[src/hdl/cst_defs.vh]
`ifndef CST_DEFS_VH
`define CST_DEFS_VH

// ********************************
// Register offsets (byte addresses)
// ********************************
`define CST_OFF_CTRL        8'h00
`define CST_OFF_STATUS      8'h04
`define CST_OFF_BUF_SEL     8'h08
`define CST_OFF_INT_STATUS  8'h0C
`define CST_OFF_INT_CLEAR   8'h10
`define CST_OFF_INT_EN      8'h14
`define CST_OFF_BCTL_BASE   8'h18
`define CST_OFF_MSG_BASE    8'h30

// ********************************
// Operating mode codes
// ********************************
`define CST_MODE_NORMAL     3'h0
`define CST_MODE_SLEEP      3'h1
`define CST_MODE_LOOPBACK   3'h2
`define CST_MODE_LISTEN     3'h3
`define CST_MODE_CONFIG     3'h4
`define CST_MODE_RESET      3'h4

// ********************************
// Interrupt source codes
// ********************************
`define CST_CODE_NONE       5'h00
`define CST_CODE_BUS_ERR    5'h02
`define CST_CODE_TXB2       5'h04
`define CST_CODE_TXB1       5'h06
`define CST_CODE_TXB0       5'h08
`define CST_CODE_RX_ENH     5'h10
`define CST_CODE_PBUF_BASE  5'h12

// ********************************
// Field positions
// ********************************
`define CST_BCTL_DONE       7
`define CST_BCTL_ABT        6
`define CST_BCTL_ARB        5
`define CST_BCTL_ERR        4
`define CST_BCTL_REQ        3
`define CST_BCTL_RTR        2
`define CST_INT_BUS_ERR     0
`define CST_INT_TXB0        1
`define CST_INT_PBUF0       4
`define CST_INT_WIDTH       10

`endif

[src/hdl/cst_tx_arbiter.v]
`timescale 1ns/1ps
module cst_tx_arbiter #(
	parameter NBUF = 6
) (
	pending,
	prio,
	found,
	idx
);
	input  wire [NBUF-1:0]   pending;
	input  wire [2*NBUF-1:0] prio;
	output reg               found;
	output reg  [2:0]        idx;

	integer    i;
	reg  [1:0] best;

	// Higher level wins; on a tie the higher buffer index wins
	always @*
	begin
		found = 1'b0;
		idx   = 3'h0;
		best  = 2'h0;
		for (i = 0; i < NBUF; i = i + 1)
		begin
			if (pending[i] && (!found || prio[2*i +: 2] >= best))
			begin
				found = 1'b1;
				idx   = i[2:0];
				best  = prio[2*i +: 2];
			end
		end
	end
endmodule // cst_tx_arbiter

[src/hdl/cst_irq_code.v]
`timescale 1ns/1ps
`include "cst_defs.vh"
module cst_irq_code (
	active,
	enhanced,
	buf_is_tx,
	code
);
	input  wire [`CST_INT_WIDTH-1:0] active;
	input  wire                      enhanced;
	input  wire [5:0]                buf_is_tx;
	output reg  [4:0]                code;

	integer i;

	// Loop runs lowest priority first so the last hit is the winner
	always @*
	begin
		code = `CST_CODE_NONE;
		if (enhanced)
		begin
			for (i = 5; i >= 0; i = i - 1)
			begin
				if (active[`CST_INT_PBUF0 + i])
					code = buf_is_tx[i] ? (`CST_CODE_PBUF_BASE + i[4:0]) : `CST_CODE_RX_ENH;
			end
		end
		if (active[`CST_INT_TXB0])
			code = `CST_CODE_TXB0;
		if (active[`CST_INT_TXB0 + 1])
			code = `CST_CODE_TXB1;
		if (active[`CST_INT_TXB0 + 2])
			code = `CST_CODE_TXB2;
		if (active[`CST_INT_BUS_ERR])
			code = `CST_CODE_BUS_ERR;
	end
endmodule // cst_irq_code

[src/hdl/cst_top.v]
// Chosen here: the APB register port and the register addresses.
`timescale 1ns/1ps
`include "cst_defs.vh"
module cst_top #(
	parameter NBUF = 6
) (
	pclk,
	presetn,
	psel,
	penable,
	pwrite,
	paddr,
	pwdata,
	prdata,
	pready,
	pslverr,
	eng_tx_ok,
	eng_tx_arb_lost,
	eng_tx_err,
	eng_tx_aborted,
	eng_bus_err,
	eng_txb_irq,
	eng_rx_irq,
	eng_rtr_hit,
	eng_tx_start,
	eng_tx_buf,
	eng_tx_msg,
	eng_abort_req,
	eng_op_mode,
	irq
);
	input  wire        pclk;
	input  wire        presetn;
	input  wire        psel;
	input  wire        penable;
	input  wire        pwrite;
	input  wire [7:0]  paddr;
	input  wire [31:0] pwdata;
	output reg  [31:0] prdata;
	output reg         pready;
	output reg         pslverr;
	input  wire        eng_tx_ok;
	input  wire        eng_tx_arb_lost;
	input  wire        eng_tx_err;
	input  wire        eng_tx_aborted;
	input  wire        eng_bus_err;
	input  wire [2:0]  eng_txb_irq;
	input  wire [5:0]  eng_rx_irq;
	input  wire [5:0]  eng_rtr_hit;
	output reg         eng_tx_start;
	output reg  [2:0]  eng_tx_buf;
	output reg  [31:0] eng_tx_msg;
	output reg         eng_abort_req;
	output reg  [2:0]  eng_op_mode;
	output reg         irq;

	localparam ST_IDLE = 1'b0;
	localparam ST_SEND = 1'b1;

	// ********************************
	// State
	// ********************************
	reg  [2:0]                mode_req_reg;
	reg  [1:0]                func_mode_reg;
	reg  [5:0]                tx_sel_reg;
	reg  [`CST_INT_WIDTH-1:0] int_status_reg;
	reg  [`CST_INT_WIDTH-1:0] int_status_next;
	reg  [`CST_INT_WIDTH-1:0] int_en_reg;
	reg  [5:0]                done_reg;
	reg  [5:0]                abt_reg;
	reg  [5:0]                arb_reg;
	reg  [5:0]                err_reg;
	reg  [5:0]                req_reg;
	reg  [5:0]                rtr_reg;
	reg  [11:0]               pri_reg;
	reg  [5:0]                done_next;
	reg  [5:0]                abt_next;
	reg  [5:0]                arb_next;
	reg  [5:0]                err_next;
	reg  [5:0]                req_next;
	reg  [31:0]               msg_reg [0:5];
	reg                       state_reg;
	reg  [2:0]                cur_reg;
	reg  [31:0]               rdata_next;
	reg                       rerr_next;
	reg  [2:0]                rd_buf;
	integer                   n;
	integer                   k;

	wire        wr_en     = psel & penable & pready & pwrite;
	wire        setup     = psel & ~penable;
	wire        enhanced  = (func_mode_reg != 2'h0);
	wire [5:0]  pend      = req_reg & tx_sel_reg & {6{enhanced}};
	wire        can_send  = (eng_op_mode == `CST_MODE_NORMAL) || (eng_op_mode == `CST_MODE_LOOPBACK);
	wire        arb_found;
	wire [2:0]  arb_idx;
	wire [4:0]  irq_code;
	wire        in_send   = (state_reg == ST_SEND);

	// ********************************
	// Address decode helpers
	// ********************************
	function is_bctl;
		input [7:0] a;
		begin
			is_bctl = (a >= `CST_OFF_BCTL_BASE) && (a < `CST_OFF_MSG_BASE) && (a[1:0] == 2'h0);
		end
	endfunction

	function is_msg;
		input [7:0] a;
		begin
			is_msg = (a >= `CST_OFF_MSG_BASE) && (a < (`CST_OFF_MSG_BASE + 8'h18)) && (a[1:0] == 2'h0);
		end
	endfunction

	function [2:0] buf_of;
		input [7:0] a;
		input [7:0] base;
		reg   [7:0] d;
		begin
			d      = a - base;
			buf_of = d[4:2];
		end
	endfunction

	cst_tx_arbiter #(
		.NBUF (NBUF)
	) u_arb (
		.pending (pend),
		.prio    (pri_reg),
		.found   (arb_found),
		.idx     (arb_idx)
	);

	cst_irq_code u_code (
		.active    (int_status_reg & int_en_reg),
		.enhanced  (enhanced),
		.buf_is_tx (tx_sel_reg),
		.code      (irq_code)
	);

	// ********************************
	// Read mux
	// ********************************
	always @*
	begin
		rdata_next = 32'h0000_0000;
		rerr_next  = 1'b0;
		rd_buf     = 3'h0;
		case (paddr)
			`CST_OFF_CTRL:       rdata_next = {26'h0, func_mode_reg, 1'b0, mode_req_reg};
			`CST_OFF_STATUS:     rdata_next = {24'h0, eng_op_mode, irq_code};
			`CST_OFF_BUF_SEL:    rdata_next = {26'h0, tx_sel_reg};
			`CST_OFF_INT_STATUS: rdata_next = {22'h0, int_status_reg};
			`CST_OFF_INT_CLEAR:  rdata_next = 32'h0000_0000;
			`CST_OFF_INT_EN:     rdata_next = {22'h0, int_en_reg};
			default:
			begin
				if (is_bctl(paddr))
				begin
					rd_buf = buf_of(paddr, `CST_OFF_BCTL_BASE);
					// Receive-mode layout is not held here, so it reads as zero
					if (enhanced && tx_sel_reg[rd_buf])
						rdata_next = {24'h0, done_reg[rd_buf], abt_reg[rd_buf], arb_reg[rd_buf], err_reg[rd_buf],
							req_reg[rd_buf], rtr_reg[rd_buf], pri_reg[2*rd_buf +: 2]};
				end
				else if (is_msg(paddr))
					rdata_next = msg_reg[buf_of(paddr, `CST_OFF_MSG_BASE)];
				else
					rerr_next = 1'b1;
			end
		endcase
	end

	// ********************************
	// Buffer control next state
	// ********************************
	always @*
	begin
		done_next = done_reg;
		abt_next  = abt_reg;
		arb_next  = arb_reg;
		err_next  = err_reg;
		req_next  = req_reg;
		for (n = 0; n < NBUF; n = n + 1)
		begin
			// Software side first so hardware events below win over it
			if (wr_en && is_bctl(paddr) && buf_of(paddr, `CST_OFF_BCTL_BASE) == n
				&& enhanced && tx_sel_reg[n])
			begin
				if (pwdata[`CST_BCTL_REQ] && !req_reg[n])
				begin
					req_next[n]  = 1'b1;
					done_next[n] = 1'b0;
					abt_next[n]  = 1'b0;
					arb_next[n]  = 1'b0;
					err_next[n]  = 1'b0;
				end
				else if (!pwdata[`CST_BCTL_REQ] && req_reg[n])
				begin
					req_next[n] = 1'b0;
					if (!(in_send && cur_reg == n))
						abt_next[n] = 1'b1;
				end
			end
			if (eng_rtr_hit[n] && rtr_reg[n] && tx_sel_reg[n] && !req_reg[n])
			begin
				req_next[n]  = 1'b1;
				done_next[n] = 1'b0;
				abt_next[n]  = 1'b0;
				arb_next[n]  = 1'b0;
				err_next[n]  = 1'b0;
			end
			if (in_send && cur_reg == n)
			begin
				if (eng_tx_ok)
				begin
					done_next[n] = 1'b1;
					req_next[n]  = 1'b0;
				end
				if (eng_tx_aborted)
				begin
					abt_next[n] = 1'b1;
					req_next[n] = 1'b0;
				end
				if (eng_tx_arb_lost)
					arb_next[n] = 1'b1;
				if (eng_tx_err)
					err_next[n] = 1'b1;
			end
		end
	end

	// ********************************
	// Interrupt status next state
	// ********************************
	always @*
	begin
		int_status_next = int_status_reg;
		if (wr_en && paddr == `CST_OFF_INT_CLEAR)
			int_status_next = int_status_reg & ~pwdata[`CST_INT_WIDTH-1:0];
		// Sets are applied after the clear so a coincident event is kept
		int_status_next[`CST_INT_BUS_ERR] = int_status_next[`CST_INT_BUS_ERR] | eng_bus_err
			| (in_send & eng_tx_err);
		int_status_next[`CST_INT_TXB0 +: 3] = int_status_next[`CST_INT_TXB0 +: 3] | eng_txb_irq;
		int_status_next[`CST_INT_PBUF0 +: 6] = int_status_next[`CST_INT_PBUF0 +: 6]
			| (done_next & ~done_reg) | (eng_rx_irq & ~tx_sel_reg);
	end

	// ********************************
	// Registers and bus response
	// ********************************
	always @(posedge pclk or negedge presetn)
	begin
		if (!presetn)
		begin
			prdata         <= 32'h0000_0000;
			pready         <= 1'b0;
			pslverr        <= 1'b0;
			mode_req_reg   <= `CST_MODE_RESET;
			func_mode_reg  <= 2'h0;
			tx_sel_reg     <= 6'h00;
			int_status_reg <= {`CST_INT_WIDTH{1'b0}};
			int_en_reg     <= {`CST_INT_WIDTH{1'b0}};
			done_reg       <= 6'h00;
			abt_reg        <= 6'h00;
			arb_reg        <= 6'h00;
			err_reg        <= 6'h00;
			req_reg        <= 6'h00;
			rtr_reg        <= 6'h00;
			pri_reg        <= 12'h000;
			irq            <= 1'b0;
			for (k = 0; k < NBUF; k = k + 1)
				msg_reg[k] <= 32'h0000_0000;
		end
		else
		begin
			// Answer is prepared in the setup cycle: zero wait states
			pready  <= setup;
			pslverr <= setup & rerr_next;
			if (setup && !pwrite)
				prdata <= rdata_next;
			if (wr_en && !pslverr)
			begin
				if (paddr == `CST_OFF_CTRL)
				begin
					// Reserved mode codes are ignored rather than stored
					if (pwdata[2:0] <= `CST_MODE_CONFIG)
						mode_req_reg <= pwdata[2:0];
					if (pwdata[5:4] != 2'h3)
						func_mode_reg <= pwdata[5:4];
				end
				if (paddr == `CST_OFF_BUF_SEL)
					tx_sel_reg <= pwdata[5:0];
				if (paddr == `CST_OFF_INT_EN)
					int_en_reg <= pwdata[`CST_INT_WIDTH-1:0];
				if (is_bctl(paddr) && enhanced && tx_sel_reg[buf_of(paddr, `CST_OFF_BCTL_BASE)])
				begin
					rtr_reg[buf_of(paddr, `CST_OFF_BCTL_BASE)] <= pwdata[`CST_BCTL_RTR];
					pri_reg[2*buf_of(paddr, `CST_OFF_BCTL_BASE) +: 2] <= pwdata[1:0];
				end
				// Writes to a buffer that is queued or on the wire are dropped
				if (is_msg(paddr) && !req_reg[buf_of(paddr, `CST_OFF_MSG_BASE)]
					&& !(in_send && cur_reg == buf_of(paddr, `CST_OFF_MSG_BASE)))
					msg_reg[buf_of(paddr, `CST_OFF_MSG_BASE)] <= pwdata;
			end
			done_reg       <= done_next;
			abt_reg        <= abt_next;
			arb_reg        <= arb_next;
			err_reg        <= err_next;
			req_reg        <= req_next;
			int_status_reg <= int_status_next;
			irq            <= |(int_status_next & int_en_reg);
		end
	end

	// ********************************
	// Transmit sequencer
	// ********************************
	always @(posedge pclk or negedge presetn)
	begin
		if (!presetn)
		begin
			state_reg     <= ST_IDLE;
			cur_reg       <= 3'h0;
			eng_tx_start  <= 1'b0;
			eng_tx_buf    <= 3'h0;
			eng_tx_msg    <= 32'h0000_0000;
			eng_abort_req <= 1'b0;
			eng_op_mode   <= `CST_MODE_RESET;
		end
		else
		begin
			eng_tx_start <= 1'b0;
			// Mode changes wait for the wire to go idle so no frame is cut
			if (state_reg == ST_IDLE)
				eng_op_mode <= mode_req_reg;
			case (state_reg)
				ST_IDLE:
				begin
					eng_abort_req <= 1'b0;
					if (arb_found && can_send && eng_op_mode == mode_req_reg)
					begin
						state_reg    <= ST_SEND;
						cur_reg      <= arb_idx;
						eng_tx_start <= 1'b1;
						eng_tx_buf   <= arb_idx;
						// Message goes out untouched; priority only picked it
						eng_tx_msg   <= msg_reg[arb_idx];
					end
				end
				ST_SEND:
				begin
					eng_abort_req <= ~req_reg[cur_reg];
					if (eng_tx_ok || eng_tx_aborted || eng_tx_arb_lost || eng_tx_err)
					begin
						state_reg     <= ST_IDLE;
						eng_abort_req <= 1'b0;
					end
				end
				default:
					state_reg <= ST_IDLE;
			endcase
		end
	end
endmodule // cst_top

[config.mk]
export PLATFORM = sky130hd
export DESIGN_NAME = cst_top
export DESIGN_NICKNAME = d
export VERILOG_FILES = /design/src/hdl/cst_tx_arbiter.v /design/src/hdl/cst_irq_code.v /design/src/hdl/cst_top.v
export VERILOG_INCLUDE_DIRS = /design/src /design/src/hdl
export SDC_FILE = /design/constraint.sdc
export NUM_CORES = 1
export LEC_CHECK = 0
export ABC_AREA = 1
export BUFFER_PORTS_ARGS = -buffer_cell sky130_fd_sc_hd__buf_2
export CORE_MARGIN = 1.5
export CORE_UTILIZATION = 54
export DETAILED_ROUTE_END_ITERATION = 8
export PLACE_DENSITY = 0.8
export SYNTH_ARGS = -nofsm -noshare
export SYNTH_HDL_FRONTEND = slang
export SYNTH_SLANG_ARGS = --single-unit
[constraint.sdc]
create_clock -name pclk -period 8.6 [get_ports pclk]
set_input_delay 1.72 -clock pclk [delete_from_list [all_inputs] [get_ports pclk]]
set_output_delay 1.72 -clock pclk [all_outputs]
set_load 0.05 [all_outputs]
==> results of run 1 <==
## synthesized netlist by cell type, types with 4 or more instances
master and instances:
sky130_fd_sc_hd__nand2_1 678, sky130_fd_sc_hd__inv_1 374, sky130_fd_sc_hd__dfrtp_1 345, sky130_fd_sc_hd__o21ai_0 290, sky130_fd_sc_hd__nand3_1 231, sky130_fd_sc_hd__a21oi_1 193
sky130_fd_sc_hd__o21ai_1 123, sky130_fd_sc_hd__clkbuf_1 80, sky130_fd_sc_hd__nor2_1 80, sky130_fd_sc_hd__buf_2 47, sky130_fd_sc_hd__o211ai_1 25, sky130_fd_sc_hd__nand4_1 22
sky130_fd_sc_hd__ha_1 20, sky130_fd_sc_hd__o22ai_1 17, sky130_fd_sc_hd__nor3_1 12, sky130_fd_sc_hd__buf_1 9, sky130_fd_sc_hd__buf_6 9, sky130_fd_sc_hd__o21a_1 8
sky130_fd_sc_hd__o31ai_1 6, sky130_fd_sc_hd__a2bb2oi_1 5, sky130_fd_sc_hd__or2_2 5, sky130_fd_sc_hd__clkinv_1 4, sky130_fd_sc_hd__nor4_1 4
## critical path, delay by kind of cell, from the launching register on
family,cells,cell delay [ns]
simple gates,30,2.83
buf+inv,9,1.55
fa+ha+maj,5,1.38
compound gates,6,0.75
flops,1,0.39
## cells by family (layout without fill, tap and decap cells)
family	after synthesis	after routing	share of synthesized area (%)
fa+ha+maj	20	20	1.31
compound gates	686	686	19.0
flops	347	347	45.4
simple gates	1048	1048	23.3
buf+inv	526	609	11.0
xor+xnor	1	1	0.0458
## power groups by stage
| stage | Sequential, mW | Clock [mW] | Combinational (mW) |
|---|---|---|---|
| global placement | 1.68 | 0 | 0.258 |
| CTS | 1.66 | 1.77 | 0.263 |
| global route | 1.66 | 1.83 | 0.291 |
| finish | 1.66 | 1.76 | 0.267 |
| detailed placement | 1.68 | 0 | 0.262 |
| floorplan | 1.71 | 0 | 0.117 |
## final cells by class
class                      instances  area, sq um
fill                            3074        13500
clock inverter                    12          178
tap                              455          569
inverter                         381         1430
clock buffer                      57         1160
sequential                       347         8690
timing repair buffer             159          871
multi-input combinational       1755         8370
## metrics by stage
stage	cell area [sq um]	std cells	util, %	total power [mW]
floorplan	19100	2628	-	1.83
global placement	19900	3097	57.4	1.94
CTS	21300	3166	61.2	3.69
global route	21300	3166	61.2	3.78
finish	21300	3166	61.2	3.68
detailed placement	19900	3097	57.4	1.95
## layer usage
layer  wire length [um]  vias to the layer above
li1                   -                     8640
met1              25500                     8803
met4               2570                        2
met5                  7                        -
met3               6000                      189
met2              28300                     1093
## cells in the final DEF (no fill, tap or decap), types with 6 or more instances in the layout
| cell type | instances |
|---|---|
| sky130_fd_sc_hd__o21ai_1 | 123 |
| sky130_fd_sc_hd__nand3_1 | 231 |
| sky130_fd_sc_hd__o22ai_1 | 17 |
| sky130_fd_sc_hd__inv_1 | 373 |
| sky130_fd_sc_hd__nand2_1 | 675 |
| sky130_fd_sc_hd__clkinv_2 | 6 |
| sky130_fd_sc_hd__nor3_1 | 12 |
| sky130_fd_sc_hd__dfrtp_1 | 345 |
| sky130_fd_sc_hd__buf_2 | 137 |
| sky130_fd_sc_hd__a21oi_1 | 193 |
| sky130_fd_sc_hd__o21a_1 | 8 |
| sky130_fd_sc_hd__ha_1 | 20 |
| sky130_fd_sc_hd__o211ai_1 | 25 |
| sky130_fd_sc_hd__clkbuf_8 | 7 |
| sky130_fd_sc_hd__clkbuf_16 | 41 |
| sky130_fd_sc_hd__nand4_1 | 22 |
| sky130_fd_sc_hd__o31ai_1 | 6 |
| sky130_fd_sc_hd__clkbuf_1 | 9 |
| sky130_fd_sc_hd__nor2_1 | 80 |
| sky130_fd_sc_hd__o21ai_0 | 290 |
| sky130_fd_sc_hd__buf_4 | 20 |
## path summary, 6_finish.rpt
check	endpoint	slack, ns	cells past startpoint
min reg2reg	prdata[1]	0.48	2
min in group asynchronous	arb_reg[1]	1.19	1
min	prdata[1]	0.48	2
max in group asynchronous	msg_reg[179]	5.92	2
max	eng_tx_msg[12]	1.57	50
max reg2reg	eng_tx_msg[12]	1.57	50
==> results.txt, run 1 <==
The number of H-tree branching levels is 2. The worst flop-to-flop path startpoint is func_mode_reg[0]. After the last flow step, the layout net total stands at 2768.

The number of max-capacitance violations reported is 0. The portion of synthesized cell area occupied by the leading cell type came out at 45.1%. Of the available clock period, the critical path in the final layout requires 81.8%.

The via count normalized by instance count came out at 5.92. Data on the critical path is required at its endpoint by 9.06 ns. The worst hold path begins at prdata[1]. The number of buffers inserted by hold repair at cts came out at 0. Yosys attributes the largest share of cell area to sky130_fd_sc_hd__dfrtp_1, sky130_fd_sc_hd__nand2_1, sky130_fd_sc_hd__o21ai_0, sky130_fd_sc_hd__inv_1, sky130_fd_sc_hd__nand3_1.

The top fanout value on the critical path is 34. The summed instance area of the synthesized netlist came out at 19100 sq um. The layer flagged by global routing as most heavily used is met2.

Synthesis produced a netlist with a net count of 2713. In the global route stage, met1 resource usage came out at 47.5%. The relative slew slack is 16.8%. The die covers 36600 sq um. The share of power burned in the clock network came out at 47.7%.

The number of flip-flops under the largest register name is 192. The logic gate share of total power came out at 7.3%. Yosys mapped a number of flops with a built-in enable equal to 0. The mean cell area of the mapped netlist came out at 7.28 sq um. The Yosys step of the flow raised 0 warnings. The die boundary width is 191 um.

The global-route wire length before repair is 98.8 mm. Global routing used 5.05% of the available met3 tracks. The clock arrives with 0.0258 ns of skew. The final RePlAce weighted congestion came out at 0.981.

The TritonCTS sink count came out at 347. The arrival time at the worst endpoint is 7.49 ns. STA classifies the critical path startpoint as a register.

Dividing the detail-routed wire length by the instance count gives 19.7 um. Wires add up to 62.4 mm. The effective utilization at floorplan is 55.1%. The areal power density over the cells came out at 173 nW/um^2. The placement row count came out at 68. The number of setup buffers added after CTS came out at 0. In this run the count of I/O pins placed on the die edge is 140. Setup repair after global routing left no endpoint under its margin. The peak supply drop came out at 184 uV. The number of inserted diodes came out at 0. The post-layout minimum cycle time came out at 7.03 ns.

The final antenna-violating net count is 0. The detailed-routing iteration count for the pre-antenna-repair pass is 6. CTS placed an instance of sky130_fd_sc_hd__clkbuf_16 at the clock tree root. The via count is 18.7k. The top cell type by total area after synthesis is sky130_fd_sc_hd__dfrtp_1. The kind of end point of the critical path is a register. The post-synthesis sequential area ratio came out at 45.4%. The class of the most critical hold timing path is reg -> reg. Counting every instance in the synthesized netlist gives 2628. The all-layer global routing usage is 34.8%. The total setup violations reported at the end of the flow came out at 0.

The area of the core is 34700 sq um. The tightest hold margin came out at 0.481 ns. Entering global routing, the biggest net connects 176 pins. Derived from the worst setup path, the maximum achievable clock frequency is 142 MHz. The detailed placement HPWL came out at 38.5 mm.

In this design, the critical path's most frequently occurring cell is sky130_fd_sc_hd__nand2_1. The async set or reset register ratio after synthesis is 100%. The worst setup slack after layout is 1.57 ns.

The total internal power came out at 2.76 mW. The number of antenna violations at the first check in global routing is 1. The count of endpoints failing hold in the final timing report is 0. Global routing consumed, on the met2 layer, 55.0% of the routing resources. The ratio of cells with drive above 1 in the final layout is 9.18%. The die is 191 um tall. The worst slack at placement is 1.80 ns. The cell with the largest stage delay on the worst path is sky130_fd_sc_hd__buf_4. The slew of the pin with the lowest slew margin is 1.25 ns. The signed area change from the synthesized netlist to the final layout came out at 11.1%. The global-route congestion overflow total is 0. The via count of the first global-routing pass came to 17.9k. The count of input and output buffers came out at 139. The switching power as a share of total power came out at 24.8%.

The clock latency at the later pin of the worst-skew pair is 0.57 ns. The number of gates resized after cts is 0. The critical setup path kind is reg -> reg. The number of max-slew violations in the final report came out at 0. The most critical setup path has its startpoint at func_mode_reg[0]. For this block, the initial DRC count from the detailed router was 1978. The flop and latch count out of synthesis came out at 347. After clock tree synthesis, the clock-pin slew on the worst setup and hold paths is 0.06 ns. In the synthesized netlist the dominant register cell turns out to be sky130_fd_sc_hd__dfrtp_1. The number of buffers created by CTS is 39. The flow ran to the end, and the final reports show no timing, DRC or antenna violations. The leakage power total came out at 10.6 nW. The post-route DRC violation count is 0. The net switching power of the design is 914 uW. TritonCTS built the clock tree.

The critical path's largest stage delay is 0.48 ns. The post-route setup TNS is 0 ns. The sequential fraction of design power came out at 45.0%.

The maximum count of clock buffers along a single path came out at 3. The number of distinct library cells after synthesis is 50.
(Power assumes the default switching activity.)
==> inputs of run 2 (changes only) <==
- clock period: 8.6 -> 7.1 ns (I/O delays scaled with it)
==> run 2 against run 1 <==
Die area did not move; sequential share of layout area fell by 0.56 points; clock power rose by 32%; count of clock-buffer cells in the layout fell by 8; maximum frequency rose by 8.5%; setup slack got worse by 0.95 ns.
==> results.txt, run 2 (synthesis results as in run 1) <==
The net count reported at finish came out at 2782 (+0.51%). The number of buffers inserted by hold repair at cts was 0 (unchanged). The critical path's largest stage delay was 0.43 ns (-0.05 ns).

The via count normalized by instance count is 5.92 (+0.13%). The top fanout value on the critical path is 32 (-5.9%). The detailed-route wire length per cell came out at 20.0 um (+1.4%). The total setup violations reported at the end of the flow came out at 0 (unchanged). The global-route congestion overflow total came out at 0 (unchanged). The area of the core is 34700 sq um (unchanged). The number of inserted diodes is 0 (unchanged).

STA classifies the critical path startpoint as a register. The post-route DRC violation count came out at 0 (unchanged). Counting stages on the worst path, the most repeated cell is sky130_fd_sc_hd__nand2_1.

The post-detailed-routing wire length is 63.5 mm (+1.9%). The clock transition time at the flip-flop clock pins of the worst setup and hold paths was 0.06 ns (about the same). In this run the worst hold path is classified as reg -> reg.

The slew of the pin with the lowest slew margin came out at 1.25 ns (+0.000707 ns). The root buffer cell chosen for the clock tree is sky130_fd_sc_hd__clkbuf_16. The critical path is of the reg -> reg type. The detailed-routing iteration count for the pre-antenna-repair pass came to 8 (+2). The all-layer global routing usage came out at 35.1% (+0.35 points). The maximum count of clock buffers along a single path is 3 (unchanged).

The TritonCTS sink count was 347 (unchanged). The y dimension of the die came out at 191 um (unchanged). The clock tree skew after final layout came to 0.0163 ns (-0.00943 ns). The slowest stage of the critical path is the sky130_fd_sc_hd__buf_4 cell. The number of antenna violations at the first check in global routing came out at 0 (-1). The placement row count was 68 (unchanged). The peak supply drop is 236 uV (+29%). The required time of the critical path is 7.54 ns (-1.52 ns). The detailed placement HPWL is 40.3 mm (+4.7%). The count of endpoints failing hold in the final timing report is 0 (unchanged). The global-route wire length before repair is 100 mm (+1.1%).

Among cell families on the critical path, the largest total delay comes from simple AND/OR/NAND/NOR gates. The number of max-slew violations in the final report is 0 (unchanged). The top-level port count is 140 (unchanged). The post-layout minimum cycle time is 6.48 ns (-0.553 ns).

The areal power density over the cells was 216 nW/um^2 (+25%). The number of flip-flops under the largest register name came to 192 (unchanged). The number of H-tree branching levels came out at 2 (unchanged). The final antenna-violating net count came out at 0 (unchanged). The effective utilization at floorplan came out at 55.1% (unchanged). The arrival time at the worst endpoint is 6.92 ns (-0.57 ns). STA classifies the critical path endpoint as a register. The most common library cell in the layout ignoring fill and taps is sky130_fd_sc_hd__nand2_1. The full die area is 36600 sq um (unchanged). The number of buffers created by CTS is 41 (+5.1%). The final RePlAce weighted congestion came to 0.972 (-0.92%). TritonCTS built the clock tree. The number of max-capacitance violations reported was 0 (unchanged). The total design power came out at 4.65 mW (+27%). The number of violations reported at the end of detailed-routing iteration 0 came to 2080 (+5.2%). The maximum number of pins on one net before global-route repair was 120 (-32%). The signed area change from the synthesized netlist to the final layout came out at 12.6%. The slack of the worst reg-to-reg path is 0.62 ns (-0.95 ns). The combined area of the multi-input logic cells is 8380 sq um (+0.13%). The leakage power total came out at 10.7 nW (+1.2%). The combined flip-flop and latch cell area came out at 8690 sq um (unchanged).

The count of fill cells added during filler insertion was 3072 (-0.065%). The die boundary width came out at 191 um (unchanged). The post-route setup TNS came out at 0 ns (unchanged). The count of input and output buffers is 139 (unchanged). The relative slew slack was 16.7% (-0.047 points). The top cell types in the final layout, fill and taps aside, are sky130_fd_sc_hd__nand2_1, sky130_fd_sc_hd__inv_1, sky130_fd_sc_hd__dfrtp_1. The clock latency at the later pin of the worst-skew pair is 0.55 ns (-0.02 ns).

The via count is 18.8k (+0.64%). The final clock period utilization by the worst path is 91.2% (+9.5 points). The number of buffer and inverter instances along the worst setup path is 8 (-1). The maximum achievable frequency came out at 154 MHz (+8.5%). The run finished with clean final reports.

The via count of the first global-routing pass is 18.3k (+2.3%). The ratio of cells with drive above 1 in the final layout came to 10.0% (+0.86 points).
-- run 2: per-layer routing --
| metal | track usage [%] | wire length (um) |
|---|---|---|
| met1 | 46.8 | 25700 |
| met2 | 57.3 | 29300 |
| met3 | 5.64 | 6030 |
| met4 | 14.2 | 2500 |
| met5 | 0 | 0 |
-- run 2: power breakdown --
| group | internal, mW | switching (mW) |
|---|---|---|
| registers | 2.00 | 0.0118 |
| logic | 0.0752 | 0.249 |
| clock network | 1.45 | 0.872 |
-- run 2: layout make-up --
class,instances,share of cell area (%)
clock buffers,49,5.18
multi-input cells,1755,38.9
clock inverters,24,1.71
flip-flops and latches,347,40.3
repair buffers,171,4.61
inverters,381,6.68
well taps,455,2.64
-- run 2: through the flow --
step	instances	setup slack (ns)	utilization (%)	area [sq um]	hold slack, ns
finish	3182	0.622	62.1	21600	0.476
global route	3182	-0.0259	62.1	21600	0.498
CTS	3179	0.433	61.9	21500	0.479
detailed placement	3106	0.460	57.6	20000	0.464
global placement	3106	0.659	57.6	20000	0.460
floorplan	2628	1.66	-	19100	0.453
-- run 2: final timing paths --
kind	start	end	cells after the start
worst max-delay path	func_mode_reg[1]	eng_tx_msg[17]	48
worst min-delay path	eng_tx_msg[0]	eng_tx_msg[0]	2
worst max register to register	func_mode_reg[1]	eng_tx_msg[17]	48
worst min register to register	eng_tx_msg[0]	eng_tx_msg[0]	2
max in group asynchronous	presetn	msg_reg[128]	2
min in group asynchronous	presetn	arb_reg[5]	1
-- run 2: timing repair --
action,in CTS,in global routing
resized for setup,0,10
setup buffers,0,3
endpoints found under the setup margin,0,33
-- run 2: worst min-delay path: cells and delay by family, from the launching register on --
kind	cells	cell delay (ns)
and+or+nand+nor	2	0.10
DFF	1	0.34
